### src/core/sscg_pkg.sv
// Constants and types shared by the supply supervisor
package sscg_pkg;

  localparam int CLK_MHZ        = 100;

  // Reset timeout after both reset causes clear
  localparam int RST_TIMEOUT_MS = 145;
  localparam int RST_CYCLES     = RST_TIMEOUT_MS * CLK_MHZ * 1000;

  // Watchdog timeout, typical figure
  localparam int WD_TIMEOUT_MS  = 1200;
  localparam int WD_CYCLES      = WD_TIMEOUT_MS * CLK_MHZ * 1000;

  // Chip-enable hold after reset asserts
  localparam int CE_HOLD_US     = 12;
  localparam int CE_HOLD_CYCLES = CE_HOLD_US * CLK_MHZ;

  localparam int CNT_W          = 27;
  localparam int CE_CNT_W       = 11;

  // Bit positions in the synchroniser bundle
  localparam int SYNC_W         = 7;
  localparam int IDX_SUP_LOW    = 0;
  localparam int IDX_BELOW_CELL = 1;
  localparam int IDX_PF_LOW     = 2;
  localparam int IDX_PF_HIGH    = 3;
  localparam int IDX_MAN_RST_N  = 4;
  localparam int IDX_KICK       = 5;
  localparam int IDX_CE_IN_N    = 6;

  typedef enum logic [1:0] {
    CE_PASS,
    CE_HOLD,
    CE_BLOCK
  } sscg_ce_t;

  typedef struct packed {
    logic                resetActive;
    logic [CNT_W-1:0]    resetCnt;
    logic [CNT_W-1:0]    wdCnt;
    logic                wdFault;
    logic                kickPrev;
    logic                pfLow;
    sscg_ce_t            ceMode;
    logic [CE_CNT_W-1:0] ceCnt;
    logic                ceGated;
    logic                started;
    logic                onBatt;
  } sscg_state_t;

  // Reset asserted, gate closed, battery path off
  localparam sscg_state_t STATE_RST = '{
    resetActive: 1'b1,
    resetCnt:    '0,
    wdCnt:       '0,
    wdFault:     1'b0,
    kickPrev:    1'b0,
    pfLow:       1'b0,
    ceMode:      CE_BLOCK,
    ceCnt:       '0,
    ceGated:     1'b1,
    started:     1'b0,
    onBatt:      1'b0
  };

endpackage : sscg_pkg

### src/core/sscg_sync.sv
// Two-stage synchroniser for a bundle of asynchronous levels
`timescale 1ns/100ps
`default_nettype none

module sscg_sync
  import sscg_pkg::*;
#(
  parameter int W = SYNC_W
)
(
  input  wire logic         clk_sys,
  input  wire logic         arst_n,
  input  wire logic [W-1:0] asyncIn,
  output logic      [W-1:0] syncOut
);

  typedef struct packed {
    logic [W-1:0] meta;
    logic [W-1:0] stable;
  } sscg_sync_t;

  sscg_sync_t s;
  sscg_sync_t next_s;

  always_comb
  begin
    next_s.meta   = asyncIn;
    next_s.stable = s.meta;
  end

  always_ff @(posedge clk_sys or negedge arst_n)
  begin
    if (!arst_n)
    begin
      s <= '0;
    end
    else
    begin
      s <= next_s;
    end
  end

  assign syncOut = s.stable;

endmodule : sscg_sync

`default_nettype wire

### src/core/sscg_supervisor.sv
// Supply supervisor: reset, watchdog, power-fail, battery switch, CE gate
//
// Summary of operation
// Stalled kick input drives watchdog fault low
// Kick edge or reset releases watchdog fault
// Power-fail low below trip, high above hysteresis
// Reset while supply low or manual low
// Gated enable low only outside reset or during the hold
// Hold gated enable up to 12us
// Battery mode needs supply low, below cell
// Battery indicator high exactly in battery mode
// Cell feeds memory only during reset
// Never start up from the cell alone
// Reset timeout at least 145ms
// After hold, gate high until reset ends
// Watchdog disabled in battery mode
// Timeouts are counters with parameter limits
// Comparator and manual inputs synchronised first
`timescale 1ns/100ps
`default_nettype none

module sscg_supervisor
  import sscg_pkg::*;
#(
  parameter int RST_LIMIT = RST_CYCLES,
  parameter int WD_LIMIT  = WD_CYCLES
)
(
  input  wire logic clk_sys,
  input  wire logic arst_n,
  input  wire logic supplyBelowTrip,
  input  wire logic supplyBelowCell,
  input  wire logic powerFailSenseLow,
  input  wire logic powerFailSenseHigh,
  input  wire logic manualReset_n,
  input  wire logic watchdogKickIn,
  input  wire logic chipEnableIn_n,
  output logic      sysReset_n,
  output logic      watchdogFault_n,
  output logic      powerFail_n,
  output logic      chipEnableGated_n,
  output logic      onBattery,
  output logic      outFromCell
);

  logic [SYNC_W-1:0] syncIn;
  logic              supLow;
  logic              belowCell;
  logic              pfLowIn;
  logic              pfHighIn;
  logic              manRst_n;
  logic              kick;
  logic              chip_enable_in_n_n;
  logic              rstCond;
  logic              kickEdge;
  logic              wdClear;
  sscg_state_t       s;
  sscg_state_t       next_s;

  // inputs synchronised
  sscg_sync #(
    .W (SYNC_W)
  ) u_sync (
    .clk_sys (clk_sys),
    .arst_n  (arst_n),
    .asyncIn ({chipEnableIn_n, watchdogKickIn, manualReset_n,
               powerFailSenseHigh, powerFailSenseLow,
               supplyBelowCell, supplyBelowTrip}),
    .syncOut (syncIn)
  );

  assign supLow    = syncIn[IDX_SUP_LOW];
  assign belowCell = syncIn[IDX_BELOW_CELL];
  assign pfLowIn   = syncIn[IDX_PF_LOW];
  assign pfHighIn  = syncIn[IDX_PF_HIGH];
  assign manRst_n  = syncIn[IDX_MAN_RST_N];
  assign kick      = syncIn[IDX_KICK];
  assign chip_enable_in_n_n    = syncIn[IDX_CE_IN_N];

  assign rstCond   = supLow | ~manRst_n;
  assign kickEdge  = kick ^ s.kickPrev;
  // cleared by edge or reset
  // held clear on battery
  assign wdClear   = kickEdge | rstCond | s.resetActive | s.onBatt;

  always_comb
  begin
    next_s          = s;
    next_s.kickPrev = kick;

    // reset causes
    // timeout count
    if (rstCond)
    begin
      next_s.resetActive = 1'b1;
      next_s.resetCnt    = '0;
    end
    else if (s.resetActive)
    begin
      if (s.resetCnt == CNT_W'(RST_LIMIT - 1))
      begin
        next_s.resetActive = 1'b0;
      end
      else
      begin
        next_s.resetCnt = s.resetCnt + 1'b1;
      end
    end

    // watchdog expiry
    // counter limit
    if (wdClear)
    begin
      next_s.wdCnt   = '0;
      next_s.wdFault = 1'b0;
    end
    else if (s.wdCnt == CNT_W'(WD_LIMIT - 1))
    begin
      next_s.wdFault = 1'b1;
    end
    else
    begin
      next_s.wdCnt = s.wdCnt + 1'b1;
    end

    // hysteresis band holds state
    if (pfLowIn)
    begin
      next_s.pfLow = 1'b1;
    end
    else if (pfHighIn)
    begin
      next_s.pfLow = 1'b0;
    end

    // good supply seen first
    // The synchroniser reads zero for two edges after arst, so supply
    // alone would look good; the manual input reads low then and guards it
    if (!rstCond)
    begin
      next_s.started = 1'b1;
    end

    // both conditions required
    // only while reset active
    next_s.onBatt = s.started & supLow & belowCell & next_s.resetActive;

    unique case (s.ceMode)
      CE_PASS:
      begin
        // pass only outside reset
        if (next_s.resetActive)
        begin
          if (!chip_enable_in_n_n)
          begin
            next_s.ceMode  = CE_HOLD;
            next_s.ceCnt   = '0;
            next_s.ceGated = 1'b0;
          end
          else
          begin
            next_s.ceMode  = CE_BLOCK;
            next_s.ceGated = 1'b1;
          end
        end
        else
        begin
          next_s.ceGated = chip_enable_in_n_n;
        end
      end
      CE_HOLD:
      begin
        // hold ends on time or input
        if (chip_enable_in_n_n || s.ceCnt == CE_CNT_W'(CE_HOLD_CYCLES - 1))
        begin
          next_s.ceMode  = CE_BLOCK;
          next_s.ceGated = 1'b1;
        end
        else
        begin
          next_s.ceCnt = s.ceCnt + 1'b1;
        end
      end
      CE_BLOCK:
      begin
        // blocked until reset ends
        next_s.ceGated = 1'b1;
        // A cause arriving as reset ends keeps the gate shut
        if (!s.resetActive && !rstCond)
        begin
          next_s.ceMode  = CE_PASS;
          next_s.ceGated = chip_enable_in_n_n;
        end
      end
    endcase
  end

  always_ff @(posedge clk_sys or negedge arst_n)
  begin
    if (!arst_n)
    begin
      s <= STATE_RST;
    end
    else
    begin
      s <= next_s;
    end
  end

  assign sysReset_n        = ~s.resetActive;
  assign watchdogFault_n   = ~s.wdFault;
  assign powerFail_n       = ~s.pfLow;
  assign chipEnableGated_n = s.ceGated;
  // indicator equals mode
  assign onBattery         = s.onBatt;
  // Same flop as the indicator so the two never disagree
  assign outFromCell       = s.onBatt;
endmodule : sscg_supervisor

`default_nettype wire

### config.mk
export PLATFORM = sky130hd
export DESIGN_NAME = sscg_supervisor
export DESIGN_NICKNAME = d
export VERILOG_FILES = /design/src/core/sscg_pkg.sv /design/src/core/sscg_sync.sv /design/src/core/sscg_supervisor.sv
export SDC_FILE = /design/constraint.sdc
export NUM_CORES = 1
export LEC_CHECK = 0
export BUFFER_PORTS_ARGS = -buffer_cell sky130_fd_sc_hd__buf_2
export CAP_MARGIN = 10
export CORE_MARGIN = 2
export CORE_UTILIZATION = 45
export CTS_BUF_LIST = sky130_fd_sc_hd__clkbuf_2
export DETAILED_ROUTE_END_ITERATION = 7
export GPL_ROUTABILITY_DRIVEN = 0
export PLACE_DENSITY = 0.59
export SETUP_SLACK_MARGIN = 0.4
export SLEW_MARGIN = 20
export SYNTH_ARGS = -nofsm -noshare
export SYNTH_HDL_FRONTEND = slang
export SYNTH_SLANG_ARGS = --single-unit
### constraint.sdc
create_clock -name clk_sys -period 4.3 [get_ports clk_sys]
set_input_delay 0.43 -clock clk_sys [delete_from_list [all_inputs] [get_ports clk_sys]]
set_output_delay 0.43 -clock clk_sys [all_outputs]
set_load 0.02 [all_outputs]
==> flow_summary.html <==
<table>
<tr><th>Metric</th><th>Value</th></tr>
<tr><th colspan="2">Run status</th></tr>
<tr><td>Result of the run</td><td>finished, final reports clean</td></tr>
<tr><th colspan="2">Pwr</th></tr>
<tr><td>Sw frac</td><td>32.5%</td></tr>
<tr><td>Cell internal pwr</td><td>1040 uW</td></tr>
<tr><td>Switching power of the nets</td><td>502 uW</td></tr>
<tr><td>PD cells</td><td>320 mW/mm^2</td></tr>
<tr><td>Clock Power Share</td><td>26.1%</td></tr>
<tr><td>Seq pwr share</td><td>57.4%</td></tr>
<tr><td>VDD IR-drop max</td><td>197 uV</td></tr>
<tr><td>Static Leakage</td><td>0.00182 uW</td></tr>
<tr><td>Combinational share of power</td><td>16.5%</td></tr>
<tr><th colspan="2">Place</th></tr>
<tr><td>HPWL Detailed</td><td>6.26 mm</td></tr>
<tr><td>PortBufs</td><td>14</td></tr>
<tr><th colspan="2">Synthesis</th></tr>
<tr><td>Top-area cell type share of the netlist area</td><td>47.8%</td></tr>
<tr><td>Ys flop type</td><td>dfrtp_1</td></tr>
<tr><td>Leading cell types by total area after synthesis</td><td>dfrtp_1 48%, a21oi_1 3.3%, or4_1 3.2%</td></tr>
<tr><td>Leading area contributor after synthesis</td><td>dfrtp_1</td></tr>
<tr><td>Net count after synthesis</td><td>470</td></tr>
<tr><td>FFs w/ async S/R, synth</td><td>100%</td></tr>
<tr><td>Count of flip-flops with a built-in enable after synthesis</td><td>0</td></tr>
<tr><td>Sequential share of the synthesized area</td><td>49.6%</td></tr>
<tr><td>Yosys reg bits</td><td>88</td></tr>
<tr><td>Synthesized instance count</td><td>455</td></tr>
<tr><td>Synth Warn #</td><td>0</td></tr>
<tr><td>Post-Syn Area per Cell</td><td>9.78 um^2</td></tr>
<tr><td>Post-synth design cell area</td><td>0.00445 mm^2</td></tr>
<tr><td>Unique cell type count in the Yosys netlist</td><td>63</td></tr>
<tr><th colspan="2">Die</th></tr>
<tr><td>Placement Rows</td><td>36</td></tr>
<tr><td>Die footprint</td><td>0.0107 mm^2</td></tr>
<tr><td>Core area</td><td>0.00968 mm^2</td></tr>
<tr><td>I/O pin count</td><td>15</td></tr>
<tr><td>Die Span X</td><td>103 um</td></tr>
<tr><td>Initial cell density of the core</td><td>45.9%</td></tr>
<tr><td>Floorplan die height</td><td>103 um</td></tr>
<tr><th colspan="2">Clock network</th></tr>
<tr><td>TritonCTS clock tree</td><td>done</td></tr>
<tr><td>CTS H-Tree Depth</td><td>3</td></tr>
<tr><td>Clock Latency Late Sink</td><td>580 ps</td></tr>
<tr><td>Root buf cell</td><td>clkbuf_2</td></tr>
<tr><td>Total number of clock tree sinks</td><td>88</td></tr>
<tr><td># Post-CTS Setup Buffers</td><td>0</td></tr>
<tr><td>TritonCTS buffer count</td><td>9</td></tr>
<tr><td>Post-CTS clock slew at the launch and capture registers of the worst setup and hold paths</td><td>270 ps</td></tr>
<tr><td>Clock tree buffer depth</td><td>2</td></tr>
<tr><th colspan="2">Global routing</th></tr>
<tr><td>Number of global-route vias before repair</td><td>3405</td></tr>
<tr><td>Remaining global-route overflow</td><td>0</td></tr>
<tr><td>Antenna violations before repair</td><td>0</td></tr>
<tr><td>Global-route wire length before repair</td><td>16.3 mm</td></tr>
<tr><td>Largest net degree at the start of global routing</td><td>50</td></tr>
<tr><td>Overall track demand over capacity in global routing</td><td>19.4%</td></tr>
<tr><th colspan="2">Critical path</th></tr>
<tr><td>Path depth of the worst reg2reg path</td><td>7</td></tr>
<tr><td>Data arrival time of the critical path</td><td>3220 ps</td></tr>
<tr><td>Required time of the critical path</td><td>4790 ps</td></tr>
<tr><td>Longest individual stage delay on the worst path</td><td>520 ps</td></tr>
<tr><td>Crit path max fanout</td><td>15</td></tr>
<tr><td>Number of buffer and inverter stages on the critical path</td><td>2</td></tr>
<tr><td>Number of stages on the worst setup path</td><td>7</td></tr>
<tr><td>Crit path cell chain</td><td>inv_1 -&gt; ha_1 -&gt; inv_1 -&gt; a21oi_1 -&gt; o21ai_2 -&gt; a21oi_1 -&gt; mux2_2</td></tr>
<tr><td>Kind of launch point of the worst setup path</td><td>register</td></tr>
<tr><td>Path type of the worst setup path</td><td>reg2reg</td></tr>
<tr><td>Crit. End Element</td><td>register</td></tr>
<tr><td>Top Family by Delay on Critical Path</td><td>compound AO/OA/AOI/OAI gates</td></tr>
<tr><td>Highest-delay cell along the critical path</td><td>a21oi_1</td></tr>
<tr><th colspan="2">Timing</th></tr>
<tr><td>Number of hold violations in the final report</td><td>0</td></tr>
<tr><td>Post-route worst hold slack</td><td>326 ps</td></tr>
<tr><td>Count of final setup violators</td><td>0</td></tr>
<tr><td>Final slew viol count</td><td>0</td></tr>
<tr><td>Total negative setup slack</td><td>0 ps</td></tr>
<tr><td>Portion of the clock cycle consumed by the worst path in the final layout</td><td>63.7%</td></tr>
<tr><td>Unrepaired setup endpoints after global routing</td><td>no</td></tr>
<tr><td>Maximum operating frequency</td><td>0.365 GHz</td></tr>
<tr><td>Clock skew after layout</td><td>27.0 ps</td></tr>
<tr><td>Min cycle time layout</td><td>2740 ps</td></tr>
<tr><td>Slew margin rel.</td><td>33.9%</td></tr>
<tr><td>Worst-Margin Slew</td><td>991 ps</td></tr>
<tr><th colspan="2">Route</th></tr>
<tr><td>Count of routing violations after the opening detailed-route iteration</td><td>182</td></tr>
<tr><td>DR pass1 iterations</td><td>7</td></tr>
<tr><td>Detail-routed via count per cell</td><td>5.87</td></tr>
<tr><td>Antenna violation net count after detailed routing</td><td>0</td></tr>
<tr><td>WL final</td><td>9.54 mm</td></tr>
<tr><td>Total number of vias</td><td>3584</td></tr>
<tr><td>Wirelength per Cell</td><td>15.6 um</td></tr>
<tr><td>Final routed DRC violation total</td><td>0</td></tr>
<tr><th colspan="2">Cells and area</th></tr>
<tr><td>Number of nets in the layout</td><td>488</td></tr>
<tr><td>Layout cell share with drive strength beyond 1</td><td>9.21%</td></tr>
<tr><td>Final cell utilization of the core</td><td>49.8%</td></tr>
<tr><td>Diodes inserted</td><td>0</td></tr>
<tr><td>Post-synthesis to final-layout area growth</td><td>8.50%</td></tr>
<tr><th colspan="2">Flow run</th></tr>
<tr><td>Max-Cap Viols</td><td>0</td></tr>
<tr><th colspan="2">Hold path</th></tr>
<tr><td>Path type of the worst min-delay path</td><td>in2async</td></tr>
</table>
==> routing by layer <==
metal  global-route usage, %  up-vias  wire length, um
met2                    30.8       74             4390
met4                    6.07        0              130
met3                    4.57       12              378
met1                    26.5     1756             4650
li1                        -     1742                -
met5                       0        -                0
==> cells in the final DEF (no fill, tap or decap), drive strengths merged, types with 7 or more instances in the layout <==
cell type    instances
nand3               23
a21oi               29
or4                 20
nand2b               7
a31oi                7
nor2                31
dfrtp               85
nand2               32
nor3                16
o31ai               17
dlygate4sd3          8
inv                 29
nand4               14
clkbuf               9
nor4                10
o211ai              10
buf                 17
or3                  9
xnor2               10
xor2                 7
o21ai               17
==> per-stage QoR <==
step,cell area [um^2],power [uW],setup WS [ps],std cells
floorplan,4450,1080,2020,455
global route,4830,1630,1390,611
CTS,4830,1570,1590,611
finish,4830,1540,1560,611
global placement,4640,1140,1690,587
detailed placement,4640,1150,1610,587
==> cell type report <==
| class | instances | area, um^2 |
|---|---|---|
| well taps | 133 | 166 |
| fillers | 931 | 4860 |
| multi-input cells | 324 | 2080 |
| clock buffers | 9 | 45.0 |
| repair buffers | 25 | 175 |
| clock inverters | 7 | 61.3 |
| inverters | 25 | 93.8 |
| flip-flops and latches | 88 | 2210 |
==> power groups by stage <==
stage / sequential (uW) / clock (uW) / combinational (uW)
2_1_floorplan: 902 / 0 / 174
3_3_place_gp: 901 / 0 / 241
3_5_place_dp: 901 / 0 / 249
4_1_cts: 887 / 426 / 257
5_1_grt: 891 / 458 / 283
6_report: 886 / 403 / 254
==> final timing paths <==
path | endpoint | slack (ps) | from
setup / recovery | s[3] | 1560 | s[15]
hold reg to reg | u_sync.syncOut[6] | 380 | u_sync.next_s[6]
min in group clk_sys | u_sync.syncOut[6] | 380 | u_sync.next_s[6]
hold / removal | s[53] | 330 | arst_n
setup reg to reg | s[3] | 1560 | s[15]
max in group asynchronous | s[15] | 2950 | arst_n
==> state kept, by name, summed over array words and instances, names as in the netlist <==
name / flops
s: 72
u_sync.next_s: 7
u_sync.syncOut: 7
chipEnableGated_n: 1
onBattery: 1
==> synth_stat cells (3+ instances only) <==
cell type,n
a211o_1,3
a21oi_1,29
a31oi_1,7
and3_1,4
buf_1,3
buf_2,4
clkbuf_1,9
dfrtp_1,85
dfstp_2,3
ha_1,6
inv_1,24
mux2i_1,6
nand2_1,32
nand2b_1,7
nand3_1,23
nand4_1,14
nor2_1,31
nor3_1,15
nor4_1,10
o211ai_1,10
o21a_1,4
o21ai_0,14
o31ai_1,17
or3_1,9
or4_1,19
xnor2_1,10
xor2_1,7
==> logic make-up after synthesis <==
family          synth area share [%]
compound gates                  16.5
xor+xnor                        3.35
fa+ha+maj                       1.69
buf+inv                         3.91
flops                           49.6
mux                             2.11
simple gates                    22.8
==> what timing repair did <==
action,4_1_cts,5_1_grt
resized for setup,0,0
endpoints found under the hold margin,46,0
hold buffers,8,0
No activity file was read; power rests on OpenSTA's default activity.
